==> src/rtl/ssd_pkg.sv <==
// Constants shared by the byte-wide serial interface core.
// Assumes an 8-bit register port with a 3-bit byte address.
package ssd_pkg;

  // ----------------------------------------------------------------
  // Register map
  // ----------------------------------------------------------------
  localparam logic [2:0] ADDR_CTRL1 = 3'h0;
  localparam logic [2:0] ADDR_CTRL2 = 3'h1;
  localparam logic [2:0] ADDR_BAUD = 3'h2;
  localparam logic [2:0] ADDR_STATUS = 3'h3;
  localparam logic [2:0] ADDR_DATA = 3'h5;

  // ----------------------------------------------------------------
  // Field positions
  // ----------------------------------------------------------------
  localparam int C1_INT_EN = 7;
  localparam int C1_PORT_EN = 6;
  localparam int C1_CTRL_SEL = 4;
  localparam int C1_IDLE_LVL = 3;
  localparam int C1_EDGE_SEL = 2;
  localparam int C1_SEL_OUT_EN = 1;
  localparam int C2_FAULT_EN = 4;
  localparam int ST_RX_DONE = 7;
  localparam int ST_TX_EMPTY = 5;
  localparam int ST_FAULT = 4;
  localparam int BAUD_PRE_LSB = 4;
  localparam logic [7:0] BAUD_MASK = 8'h77;

  // ----------------------------------------------------------------
  // Reset values and counts
  // ----------------------------------------------------------------
  localparam logic [7:0] CTRL1_RST = 8'h00;
  localparam logic [7:0] CTRL2_RST = 8'h00;
  localparam logic [7:0] BAUD_RST = 8'h00;
  localparam logic [4:0] EDGES_PER_BYTE = 5'h10;

  typedef enum logic [1:0] {
    ST_IDLE = 2'b00,
    ST_LEAD = 2'b01,
    ST_RUN = 2'b11
  } ssd_state_e;

endpackage

==> src/rtl/ssd_core.sv <==
// Byte-wide synchronous serial interface core, controller or peripheral.
// Assumes one bus clock; all link pins are asynchronous and filtered here.
// Operation
// - Half serial period is (preselect+1) times 2^select bus clocks; divisor 2..2048.
// - Status reads anytime; writes to status change nothing.
// - Receive-complete flag sets once a received byte lands in the data buffer.
// - Receive-complete clears on data read after a status read that saw it set.
// - Transmit-empty flag reads 1 while the transmit buffer is empty.
// - Data write loads transmit only after status read saw transmit-empty set.
// - Mode fault sets when select goes low as controller with detection on and select output off.
// - Mode fault clears on control one write after a status read saw it.
// - One data address: reads return receive buffer, writes go to transmit.
// - As controller, a queued byte starts right after the previous transfer.
// - Received byte stays readable until the next transfer ends.
// - Unserviced receive flag drops new bytes; buffer keeps the first one.
// - Port enable dedicates clock, controller-out and peripheral-out pins; select too, except as controller with fault detection off.
// - Both 8-bit shifters form a 16-bit ring shifted eight places per byte.
// - Idle level inverts the clock; edge select picks odd or even sampling.
// - Controller select set means controller mode, clear means peripheral mode.
// - Mode fault drops controller select, disables outputs, aborts to idle.
// - Interrupt request rises when interrupt enable and mode fault are both set.
// - Controller waits a full serial period after loading before the first clock edge: half in lead, half in run.
//
// Implementation choice: the strobed register port.
`timescale 1ns/100ps
module ssd_core (
  input wire logic CLOCK, // Bus clock
  input wire logic RST_N, // Asynchronous reset
  input wire logic CE, // Clock enable, freezes all state when low
  input wire logic [2:0] ADDR, // Register address
  input wire logic [7:0] WDATA, // Write data
  input wire logic WR, // Write strobe
  input wire logic RD, // Read strobe
  output logic [7:0] RDATA, // Read data, cycle after the strobe
  output logic IRQ, // Interrupt request
  input wire logic SS_I, // Select pin level
  output logic SS_O, // Select drive value
  output logic SS_OE, // Select drive enable
  input wire logic SCK_I, // Serial clock pin level
  output logic SCK_O, // Serial clock drive value
  output logic SCK_OE, // Serial clock drive enable
  input wire logic MOSI_I, // Controller-out pin level
  output logic MOSI_O, // Controller-out drive value
  output logic MOSI_OE, // Controller-out drive enable
  input wire logic MISO_I, // Peripheral-out pin level
  output logic MISO_O, // Peripheral-out drive value
  output logic MISO_OE // Peripheral-out drive enable
);
  import ssd_pkg::*;

  // ----------------------------------------------------------------
  // Pin input filters
  // ----------------------------------------------------------------
  // A level is taken only once stages two and three agree
  wire [3:0] pin_raw = {SS_I, SCK_I, MOSI_I, MISO_I};
  logic [3:0] s1_reg, s2_reg, s3_reg, filt_reg;

  genvar gi;
  generate
    for (gi = 0; gi < 4; gi++) begin : g_sync
      always_ff @(posedge CLOCK or negedge RST_N) begin
        if (!RST_N) begin
          s1_reg[gi] <= 1'b1;
          s2_reg[gi] <= 1'b1;
          s3_reg[gi] <= 1'b1;
          filt_reg[gi] <= 1'b1;
        end else if (CE) begin
          s1_reg[gi] <= pin_raw[gi];
          s2_reg[gi] <= s1_reg[gi];
          s3_reg[gi] <= s2_reg[gi];
          if (s2_reg[gi] == s3_reg[gi]) begin
            filt_reg[gi] <= s3_reg[gi];
          end
        end
      end
    end
  endgenerate

  wire ss_f = filt_reg[3];
  wire sck_f = filt_reg[2];
  wire mosi_f = filt_reg[1];
  wire miso_f = filt_reg[0];

  // ----------------------------------------------------------------
  // Registers and state
  // ----------------------------------------------------------------
  logic [7:0] ctrl1_reg, ctrl2_reg, baud_reg;
  logic [7:0] rx_buf_reg, tx_buf_reg, sr_reg;
  logic rx_flag_reg, tx_empty_reg, fault_reg;
  logic rx_arm_reg, tx_arm_reg, fault_arm_reg;
  logic smp_reg, ph_reg, sck_prev_reg;
  logic [4:0] cnt_reg;
  logic [10:0] div_reg;
  ssd_state_e state_reg, state_next;

  wire int_en = ctrl1_reg[C1_INT_EN];
  wire port_en = ctrl1_reg[C1_PORT_EN];
  wire ctrl_sel = ctrl1_reg[C1_CTRL_SEL];
  wire idle_lvl = ctrl1_reg[C1_IDLE_LVL];
  wire edge_sel = ctrl1_reg[C1_EDGE_SEL];
  wire sel_out_en = ctrl1_reg[C1_SEL_OUT_EN];
  wire fault_en = ctrl2_reg[C2_FAULT_EN];

  // ----------------------------------------------------------------
  // Register decode
  // ----------------------------------------------------------------
  wire wr_c1 = WR && (ADDR == ADDR_CTRL1);
  wire wr_c2 = WR && (ADDR == ADDR_CTRL2);
  wire wr_bd = WR && (ADDR == ADDR_BAUD);
  wire rd_st = RD && (ADDR == ADDR_STATUS);
  wire rd_dt = RD && (ADDR == ADDR_DATA);
  wire wr_dt = WR && (ADDR == ADDR_DATA);

  wire [7:0] status_val = {rx_flag_reg, 1'b0, tx_empty_reg, fault_reg, 4'h0};
  logic [7:0] rd_val;
  always_comb begin
    if (ADDR == ADDR_CTRL1) begin
      rd_val = ctrl1_reg;
    end else if (ADDR == ADDR_CTRL2) begin
      rd_val = ctrl2_reg;
    end else if (ADDR == ADDR_BAUD) begin
      rd_val = baud_reg;
    end else if (ADDR == ADDR_STATUS) begin
      rd_val = status_val;
    end else if (ADDR == ADDR_DATA) begin
      rd_val = rx_buf_reg;
    end else begin
      rd_val = 8'h00;
    end
  end

  // ----------------------------------------------------------------
  // Mode and transfer control
  // ----------------------------------------------------------------
  wire is_ctrl = port_en && ctrl_sel;
  wire is_peri = port_en && !ctrl_sel;
  wire fault = is_ctrl && fault_en && !sel_out_en && !ss_f;
  wire peri_sel = is_peri && !ss_f;
  // Setting changes in controller mode abort: the far end cannot follow them
  wire cfg_chg = is_ctrl && ((wr_c1 && (WDATA != ctrl1_reg)) ||
    (wr_c2 && (WDATA != ctrl2_reg)) || (wr_bd && ((WDATA & BAUD_MASK) != baud_reg)));
  wire peri_stop = !ctrl_sel && (ss_f || !port_en);
  wire abort = fault || cfg_chg || (peri_stop && (state_reg != ST_IDLE));

  wire [10:0] half_cnt = 11'({8'h00, baud_reg[6:4]} + 11'h001)
    << baud_reg[2:0];
  wire tick = (div_reg == (half_cnt - 11'h001));
  wire m_edge = is_ctrl && (state_reg == ST_RUN) && tick;
  wire s_edge = peri_sel && (state_reg == ST_RUN) && (sck_f != sck_prev_reg);
  wire edge_ev = m_edge || s_edge;
  wire [4:0] edge_no = cnt_reg + 5'h01;
  wire sample_edge = edge_sel ? !edge_no[0] : edge_no[0];
  wire first_edge = (edge_no == 5'h01);
  wire shift_edge = edge_ev && !sample_edge && !(edge_sel && first_edge);
  wire data_in = ctrl_sel ? miso_f : mosi_f;
  wire done = edge_ev && (edge_no == EDGES_PER_BYTE);
  wire [7:0] byte_in = {sr_reg[6:0], edge_sel ? data_in : smp_reg};

  wire start_ctrl = is_ctrl && (state_reg == ST_IDLE) && !tx_empty_reg && !fault;
  wire start_peri = peri_sel && (state_reg == ST_IDLE);
  wire load_tx = (start_ctrl || start_peri) && !tx_empty_reg;

  // Flag sequencing; a set in the same cycle as a clear wins
  wire rx_clr = rd_dt && rx_arm_reg;
  wire rx_take = done && (!rx_flag_reg || rx_clr);
  wire tx_load = wr_dt && tx_arm_reg;
  wire fault_clr = wr_c1 && fault_arm_reg;

  always_comb begin
    state_next = state_reg;
    case (state_reg)
      ST_IDLE: begin
        if (start_ctrl) begin
          state_next = ST_LEAD;
        end else if (start_peri) begin
          state_next = ST_RUN;
        end
      end
      ST_LEAD: begin
        if (tick) begin
          state_next = ST_RUN;
        end
      end
      ST_RUN: begin
        if (done) begin
          state_next = ST_IDLE;
        end
      end
      default: begin
        state_next = ST_IDLE;
      end
    endcase
    if (abort) begin
      state_next = ST_IDLE;
    end
  end

  // ----------------------------------------------------------------
  // Transfer engine
  // ----------------------------------------------------------------
  always_ff @(posedge CLOCK or negedge RST_N) begin
    if (!RST_N) begin
      state_reg <= ST_IDLE;
      div_reg <= 11'h000;
      cnt_reg <= 5'h00;
      ph_reg <= 1'b0;
      sr_reg <= 8'h00;
      smp_reg <= 1'b0;
      sck_prev_reg <= 1'b1;
    end else if (CE) begin
      state_reg <= state_next;
      sck_prev_reg <= sck_f;
      if ((state_next == ST_IDLE) || (state_reg == ST_IDLE) || tick) begin
        div_reg <= 11'h000;
      end else begin
        div_reg <= div_reg + 11'h001;
      end
      if (state_next == ST_IDLE || state_reg == ST_IDLE) begin
        cnt_reg <= 5'h00;
        ph_reg <= 1'b0;
      end else if (edge_ev) begin
        cnt_reg <= edge_no;
        ph_reg <= ph_reg ^ m_edge;
      end
      if (load_tx) begin
        sr_reg <= tx_buf_reg;
      end else if (done) begin
        sr_reg <= byte_in;
      end else if (shift_edge) begin
        sr_reg <= {sr_reg[6:0], smp_reg};
      end
      if (edge_ev && sample_edge) begin
        smp_reg <= data_in;
      end
    end
  end

  // ----------------------------------------------------------------
  // Software registers and flags
  // ----------------------------------------------------------------
  always_ff @(posedge CLOCK or negedge RST_N) begin
    if (!RST_N) begin
      ctrl1_reg <= CTRL1_RST;
      ctrl2_reg <= CTRL2_RST;
      baud_reg <= BAUD_RST;
      rx_buf_reg <= 8'h00;
      tx_buf_reg <= 8'h00;
      rx_flag_reg <= 1'b0;
      tx_empty_reg <= 1'b1;
      fault_reg <= 1'b0;
      rx_arm_reg <= 1'b0;
      tx_arm_reg <= 1'b0;
      fault_arm_reg <= 1'b0;
    end else if (CE) begin
      if (wr_c1) begin
        ctrl1_reg <= WDATA;
      end
      if (fault) begin
        ctrl1_reg[C1_CTRL_SEL] <= 1'b0;
      end
      if (wr_c2) begin
        ctrl2_reg <= WDATA;
      end
      if (wr_bd) begin
        baud_reg <= WDATA & BAUD_MASK;
      end
      if (rx_take) begin
        rx_buf_reg <= byte_in;
      end
      rx_flag_reg <= rx_take || (rx_flag_reg && !rx_clr);
      if (tx_load) begin
        tx_buf_reg <= WDATA;
      end
      tx_empty_reg <= load_tx || (tx_empty_reg && !tx_load);
      fault_reg <= fault || (fault_reg && !fault_clr);
      rx_arm_reg <= (rd_st && rx_flag_reg) || (rx_arm_reg && !rx_clr);
      tx_arm_reg <= (rd_st && tx_empty_reg) || (tx_arm_reg && !wr_dt);
      fault_arm_reg <= (rd_st && fault_reg) || (fault_arm_reg && !fault_clr);
    end
  end

  // ----------------------------------------------------------------
  // Registered outputs
  // ----------------------------------------------------------------
  // Pins lag the engine by one bus clock, no more than a serial half period
  always_ff @(posedge CLOCK or negedge RST_N) begin
    if (!RST_N) begin
      RDATA <= 8'h00;
      IRQ <= 1'b0;
      SS_O <= 1'b1;
      SS_OE <= 1'b0;
      SCK_O <= 1'b0;
      SCK_OE <= 1'b0;
      MOSI_O <= 1'b0;
      MOSI_OE <= 1'b0;
      MISO_O <= 1'b0;
      MISO_OE <= 1'b0;
    end else if (CE) begin
      RDATA <= RD ? rd_val : 8'h00;
      IRQ <= int_en && fault_reg;
      SS_O <= (state_reg == ST_IDLE);
      SS_OE <= is_ctrl && fault_en && sel_out_en && !fault;
      SCK_O <= idle_lvl ^ ph_reg;
      SCK_OE <= is_ctrl && !fault;
      MOSI_O <= sr_reg[7];
      MOSI_OE <= is_ctrl && !fault;
      MISO_O <= sr_reg[7];
      // A mode fault keeps peripheral-out off until software clears the flag
      MISO_OE <= peri_sel && !fault_reg && !fault;
    end
  end

endmodule

==> config.mk <==
export PLATFORM = sky130hd
export DESIGN_NAME = ssd_core
export DESIGN_NICKNAME = d
export VERILOG_FILES = /design/src/rtl/ssd_pkg.sv /design/src/rtl/ssd_core.sv
export SDC_FILE = /design/constraint.sdc
export NUM_CORES = 1
export LEC_CHECK = 0
export ABC_AREA = 1
export BUFFER_PORTS_ARGS = -buffer_cell sky130_fd_sc_hd__buf_2
export CAP_MARGIN = 5
export CORE_ASPECT_RATIO = 2
export CORE_MARGIN = 2
export CORE_UTILIZATION = 60
export DETAILED_ROUTE_END_ITERATION = 8
export PLACE_DENSITY = 0.79
export SYNTH_ARGS = -nofsm -noshare
export SYNTH_HDL_FRONTEND = slang
export SYNTH_SLANG_ARGS = --single-unit
==> constraint.sdc <==
create_clock -name CLOCK -period 4 [get_ports CLOCK]
set_input_delay 0.2 -clock CLOCK [delete_from_list [all_inputs] [get_ports CLOCK]]
set_output_delay 0.2 -clock CLOCK [all_outputs]
set_load 0.01 [all_outputs]
==> flow_summary.ini, run 1 <==
[placement]
post-dp-hpwl_um = 11500
place.gp.congestion = 1.01
dp_slack_ps = 630
port_buffers = 36
dp.cells = 920

[clocking]
clock-sinks = 104
holdBufCountCts = 0
cts_tree = built
post_cts_buffers = 0
clock_latency_ps = 350
clk_pin_slew_ps = 70
htreeDepth = 3
cts_resized = 0
cts_max_path_buffers = 2
cts_made_buffers = 9
cts_root_buf = clkbuf_16

[synthesis]
synth.net_count = 801
synthArstFlopShare_pct = 100
yosys.area_share.simple_pct = 28.6
synthMuxAreaShare_pct = 0
synth_fa_ha_area_share_pct = 1.28
synth_cells = 775
synth_xor_area_share_pct = 2.98
syn_area_mm2 = 0.00588
netlist-cell-type-count = 48
synth-seq-area-share_pct = 44.7
yosys_most_used_dff = dfrtp_1
synth_edf_count = 0
yosysWarnings = 0
syn_avg_cell_area_um2 = 7.59
synth_top_family_by_area = simple AND/OR/NAND/NOR gates
synth_compound_area_share_pct = 13.8
synth-seq-cells = 104

[timing]
rsz0062_at_grt = false
period_minus_slack_ps = 3430
setup_tns_ps = 0
skew_ps = 9.20
worst_pin_slew_ps = 1180
hold_viol = 0
fin_hold_ws_ps = 5.76
fmax_ghz = 0.292
max_slew_margin_pct = 20.6
setup-violations-final = 0
worst_slack_ps = 574
maxSlewViolCount = 0
period_share_pct = 85.6

[cells_and_area]
final_cell_mix = nand2_1 (255), inv_1 (87), dfrtp_1 (85), o21ai_0 (81), nand3_1 (44)
final_common_cell = nand2_1
instances_no_fill = 936
area_growth_pct = 9.55
final_layout_size_suffix_gt1_share_pct = 13.8
final_nets = 825
fillers = 819
diodes = 0
largest_reg_flops = 11

[grt]
grt-ovfl-total = 0
antenna_found_initial = 0
first_global_vias = 5156
grt_max_degree = 79
grt_usage_pct = 30.9
grt_pass1_wl_um = 24900

[floorplanning]
die_y_um = 144
core_mm2 = 0.00964
dieWidth_um = 74.0
start_util_pct = 61.0
num_rows = 51
die-area_mm2 = 0.0107
io-pin-count = 37

[setup_path]
rrSetupSlack_ps = 570
cp-end-kind = register
crit_arrival_ps = 3640
crit_type = register to register
crit_required_ps = 4210
r2r-start = baud_reg[4]$_DFFE_PN0P_
r2r-end = div_reg[2]$_DFFE_PN0P_
crit_end = div_reg[2]$_DFFE_PN0P_
critPathMaxFanout = 11
rr_worst_depth = 19
critPathLaunch = baud_reg[4]$_DFFE_PN0P_
startpoint_type = register

[power_and_ir_drop]
leakage_nw = 3.18
powerDensity_mw_per_mm2 = 537
ir_drop_v = 0.000302

[detailed_routing]
viasPerCell = 5.75
drc = 0
antenna_left = 0
vias = 5384
drtPass1Iterations = 6
dr.first_iter.drc_count = 447
wl_per_cell_um = 16.4
finalWirelength_um = 15300

[run_status]
outcome = completed

[flow_run]
maxCapViolations = 0

[worst_hold_path]
holdCritPathClass = input port to async pin
-- cells in the mapped netlist (all sizes together) (9+ instances only) --
| library cell | number | share of area (%) |
|---|---|---|
| buf | 12 | 1.5 |
| nand2 | 262 | 17 |
| nor3 | 9 | 0.96 |
| a21oi | 20 | 1.7 |
| inv | 96 | 6.1 |
| dfstp | 19 | 8.5 |
| clkbuf | 15 | 0.96 |
| nor2 | 32 | 2.5 |
| o21ai | 88 | 7.6 |
| dfrtp | 85 | 36 |
| xor2 | 13 | 1.9 |
| nand3 | 54 | 5.6 |
| nand4 | 15 | 1.6 |
-- final cells by class --
type | count | area [um2] | share of cell area (%)
Clock buffer | 10 | 239 | 3.71
Clock inverter | 6 | 90.1 | 1.40
Inverter | 98 | 369 | 5.73
Multi-Input combinational cell | 546 | 2740 | 42.5
Sequential cell | 104 | 2630 | 40.8
Tap cell | 132 | 165 | 2.56
Timing Repair Buffer | 40 | 213 | 3.30
-- power by group --
| part | internal [mW] | total [mW] | switching, mW |
|---|---|---|---|
| Combinational | 0.340 | 1.05 | 0.708 |
| Sequential | 1.27 | 1.45 | 0.182 |
| Clock | 0.568 | 0.963 | 0.395 |
-- cell families after synthesis --
family	Yosys count
DFF	104
xor gates and xnor gates	20
and+or+nand+nor	379
adders and majority gates	6
buffers and inverters	125
AOI/OAI and AO/OA	141
-- stage by stage --
stage               util (%)  cell area [um2]  power (mW)
finish                  66.9             6440        3.46
global route            66.9             6440        3.66
CTS                     66.9             6440        3.46
detailed placement      63.5             6110        2.49
global placement        63.5             6110        2.46
floorplan                  -             5880        2.20
-- critical path, cell delays in order, from the launching register on --
cell     delay, ps
dfrtp_1        520
ha_1           400
o21ai_2        150
nor2_1          70
nand2_1        120
ha_1           220
xor2_1         210
nand4_1        130
a21oi_1        190
nand2_1         70
a21oi_1        100
nand2_1         90
nor2_4         130
nand3_4        100
nand2_4        100
nand2_4         60
nand2_1        100
nand2_2         90
nand4_1        290
a21oi_1        130
-- worst min-delay path by stage --
stage | from | endpoint | slack, ps
after floorplan | RST_N | IRQ$_DFFE_PN0P_ | -100
after global placement | RST_N | MOSI_OE$_DFFE_PN0P_ | 400
after detailed placement | RST_N | cnt_reg[3]$_DFFE_PN0P_ | 410
after CTS | RST_N | cnt_reg[3]$_DFFE_PN0P_ | 30
after global routing | MOSI_I | s1_reg[1]$_DFFE_PN1P_ | 50
final | RST_N | SCK_O$_DFFE_PN0P_ | 6
-- layer usage --
layer  share of wire, %  global-route usage [%]  wire length (um)
met1                 37                    35.9              5640
met4                5.5                    18.1               847
met2                 53                    52.4              8070
met5                  0                       0                 0
met3                5.1                    4.67               785
Power figures use the tool's default switching activity.
==> inputs of run 2 (changes only) <==
ABC_AREA = 0   (was 1)
CORE_ASPECT_RATIO = default   (was 2)
==> run 2 against run 1 <==
  * Clock skew is 5.0 ps higher
  * Combinational power is 13% higher
  * Maximum frequency is 5.5% lower
  * Count of clock-buffer cells in the layout stayed put
  * Sequential share of layout area is 2.1 points lower
  * Highest routed layer unchanged
==> flow_summary.ini, run 2 <==
[clocking]
clock_latency_ps = 390
cts_max_path_buffers = 2
post_cts_buffers = 0
cts_made_buffers = 9
clk_pin_slew_ps = 100
clock-sinks = 104
cts_root_buf = clkbuf_8
cts_tree = built
htreeDepth = 3

[cells_and_area]
final_common_cell = dfrtp_1
largest_reg_flops = 11
final_cell_mix = dfrtp_1 (85), nand2_1 (69), o21ai_0 (49), a21oi_1 (44), mux2_2 (39)
final_layout_size_suffix_gt1_share_pct = 22.4
instances_no_fill = 820
final_nets = 704
area_growth_pct = 6.77
final_area_mm2 = 0.00679
fillers = 835

[synthesis]
yosysWarnings = 0
synth-seq-cells = 104
synth_cells = 666
netlist-cell-type-count = 79
synth.net_count = 692
yosys_most_used_dff = dfrtp_1
ys_top_cells_by_count = dfrtp_1 (85), nand2_1 (69), o21ai_0 (49)
synth_area_leaders = dfrtp_1 (33%), dfstp_2 (7.9%), mux2_2 (6.9%), nand2_1 (4.1%), o21ai_0 (3.9%)
synth.most_common_cell = dfrtp_1
synth-seq-area-share_pct = 41.3
synth_top_area_cell = dfrtp_1
synth.top_cell.area_share_pct = 33.5
synth_edf_count = 0
syn_area_mm2 = 0.00636
syn_avg_cell_area_um2 = 9.54
synthArstFlopShare_pct = 100

[flow_run]
maxCapViolations = 0

[floorplanning]
start_util_pct = 61.6
dieWidth_um = 107
die-area_mm2 = 0.0114
io-pin-count = 37
core_mm2 = 0.0103
num_rows = 37
die_y_um = 107

[timing]
maxSlewViolCount = 0
hold_viol = 0
fin_hold_ws_ps = 36.2
rsz0062_at_grt = false
skew_ps = 14.2
period_share_pct = 90.6
max_slew_margin_pct = 21.1
period_minus_slack_ps = 3630
setup-violations-final = 0
worst_pin_slew_ps = 1170
fmax_ghz = 0.276
setup_tns_ps = 0

[detailed_routing]
drc = 0
drtPass1Iterations = 6
finalWirelength_um = 15700
wl_per_cell_um = 19.1
antenna_left = 0
viasPerCell = 6.35
vias = 5205
dr.first_iter.drc_count = 406

[run_status]
outcome = completed

[power_and_ir_drop]
ir_drop_v = 0.000476
leakage_nw = 2.84
powerDensity_mw_per_mm2 = 500
p_total_mw = 3.40

[placement]
port_buffers = 36
place.gp.congestion = 0.919
place_area_mm2 = 0.00657
dp.cells = 802
post-dp-hpwl_um = 11300

[setup_path]
cp-end-kind = register
startpoint_type = register
crit_arrival_ps = 3900
rr_worst_depth = 12
critPathMaxFanout = 10
crit_required_ps = 4270
crit_type = register to register

[grt]
first_global_vias = 5036
grt_max_degree = 75
antenna_found_initial = 1
grt_usage_pct = 29.2
grt_pass1_wl_um = 26100
grt-ovfl-total = 0

[worst_hold_path]
holdCritPathClass = input port to register
whs_path_depth = 2
[run 2: cells by family (layout without fill, tap and decap cells)]
family	count (synthesis)	in the layout	share of synthesized area, %
simple gates	203	203	16.2
other cells	0	1	0
compound gates	181	181	20.1
buf+inv	75	92	5.22
flops	104	104	41.3
fa+ha+maj	6	6	1.18
mux	55	55	10.1
xor+xnor	42	42	5.91
[run 2: power by group]
group          leakage, nW  internal (mW)  switching (mW)
sequential            1.30           1.29           0.237
combinational         1.43          0.508           0.684
clock                0.106          0.278           0.402
[run 2: worst max-delay path, stage by stage (launching register included)]
cell and delay [ps]:
dfrtp_1 520, or2_2 390, or3_1 390, ha_1 270, xor2_1 170, or3_1 120, nand3_1 70, a311o_1 310
a2111oi_4 300, nand4_2 190, nand2_1 130, and4_4 340, mux2_4 320
[run 2: layout make-up]
cell class	count	area, um2	area share (%)
Clock inverter	6	53.8	0.793
Inverter	27	101	1.49
Tap cell	136	170	2.51
Antenna cell	1	2.50	0.0369
Multi-Input combinational cell	487	3400	50.1
Timing Repair Buffer	49	283	4.17
Clock buffer	10	149	2.19
Sequential cell	104	2630	38.7
[run 2: routing by layer]
metal	vias to the layer above	routed length [um]	track usage [%]
met3	21	957	6.69
li1	2424	-	-
met5	-	0	0
met2	188	7490	47.1
met4	0	340	10.0
met1	2572	6870	39.0
[run 2: metrics by stage]
stage	setup WS, ps	util [%]
after floorplan	354	-
after global placement	383	63.6
after detailed placement	330	63.6
after CTS	298	65.7
after global routing	71.0	65.7
final	374	65.7
[run 2: worst paths after layout]
path / startpoint / to / slack (ps)
worst max-delay path: baud_reg[1]$_DFFE_PN0P_ / rx_buf_reg[2]$_DFFE_PN0P_ / 370
worst min-delay path: MISO_I / s1_reg[0]$_DFFE_PN1P_ / 40
worst max register to register: baud_reg[1]$_DFFE_PN0P_ / rx_buf_reg[2]$_DFFE_PN0P_ / 370
worst min register to register: s3_reg[3]$_DFFE_PN1P_ / s3_reg[3]$_DFFE_PN1P_ / 480
max in group asynchronous: RST_N / tx_empty_reg$_DFFE_PN1P_ / 2530
min in group asynchronous: RST_N / tx_buf_reg[2]$_DFFE_PN0P_ / 480
[run 2: what timing repair did]
action,CTS,global route
hold buffers,1,0
endpoints found under the setup margin,0,2
endpoints found under the hold margin,55,0
gates resized for setup,0,1
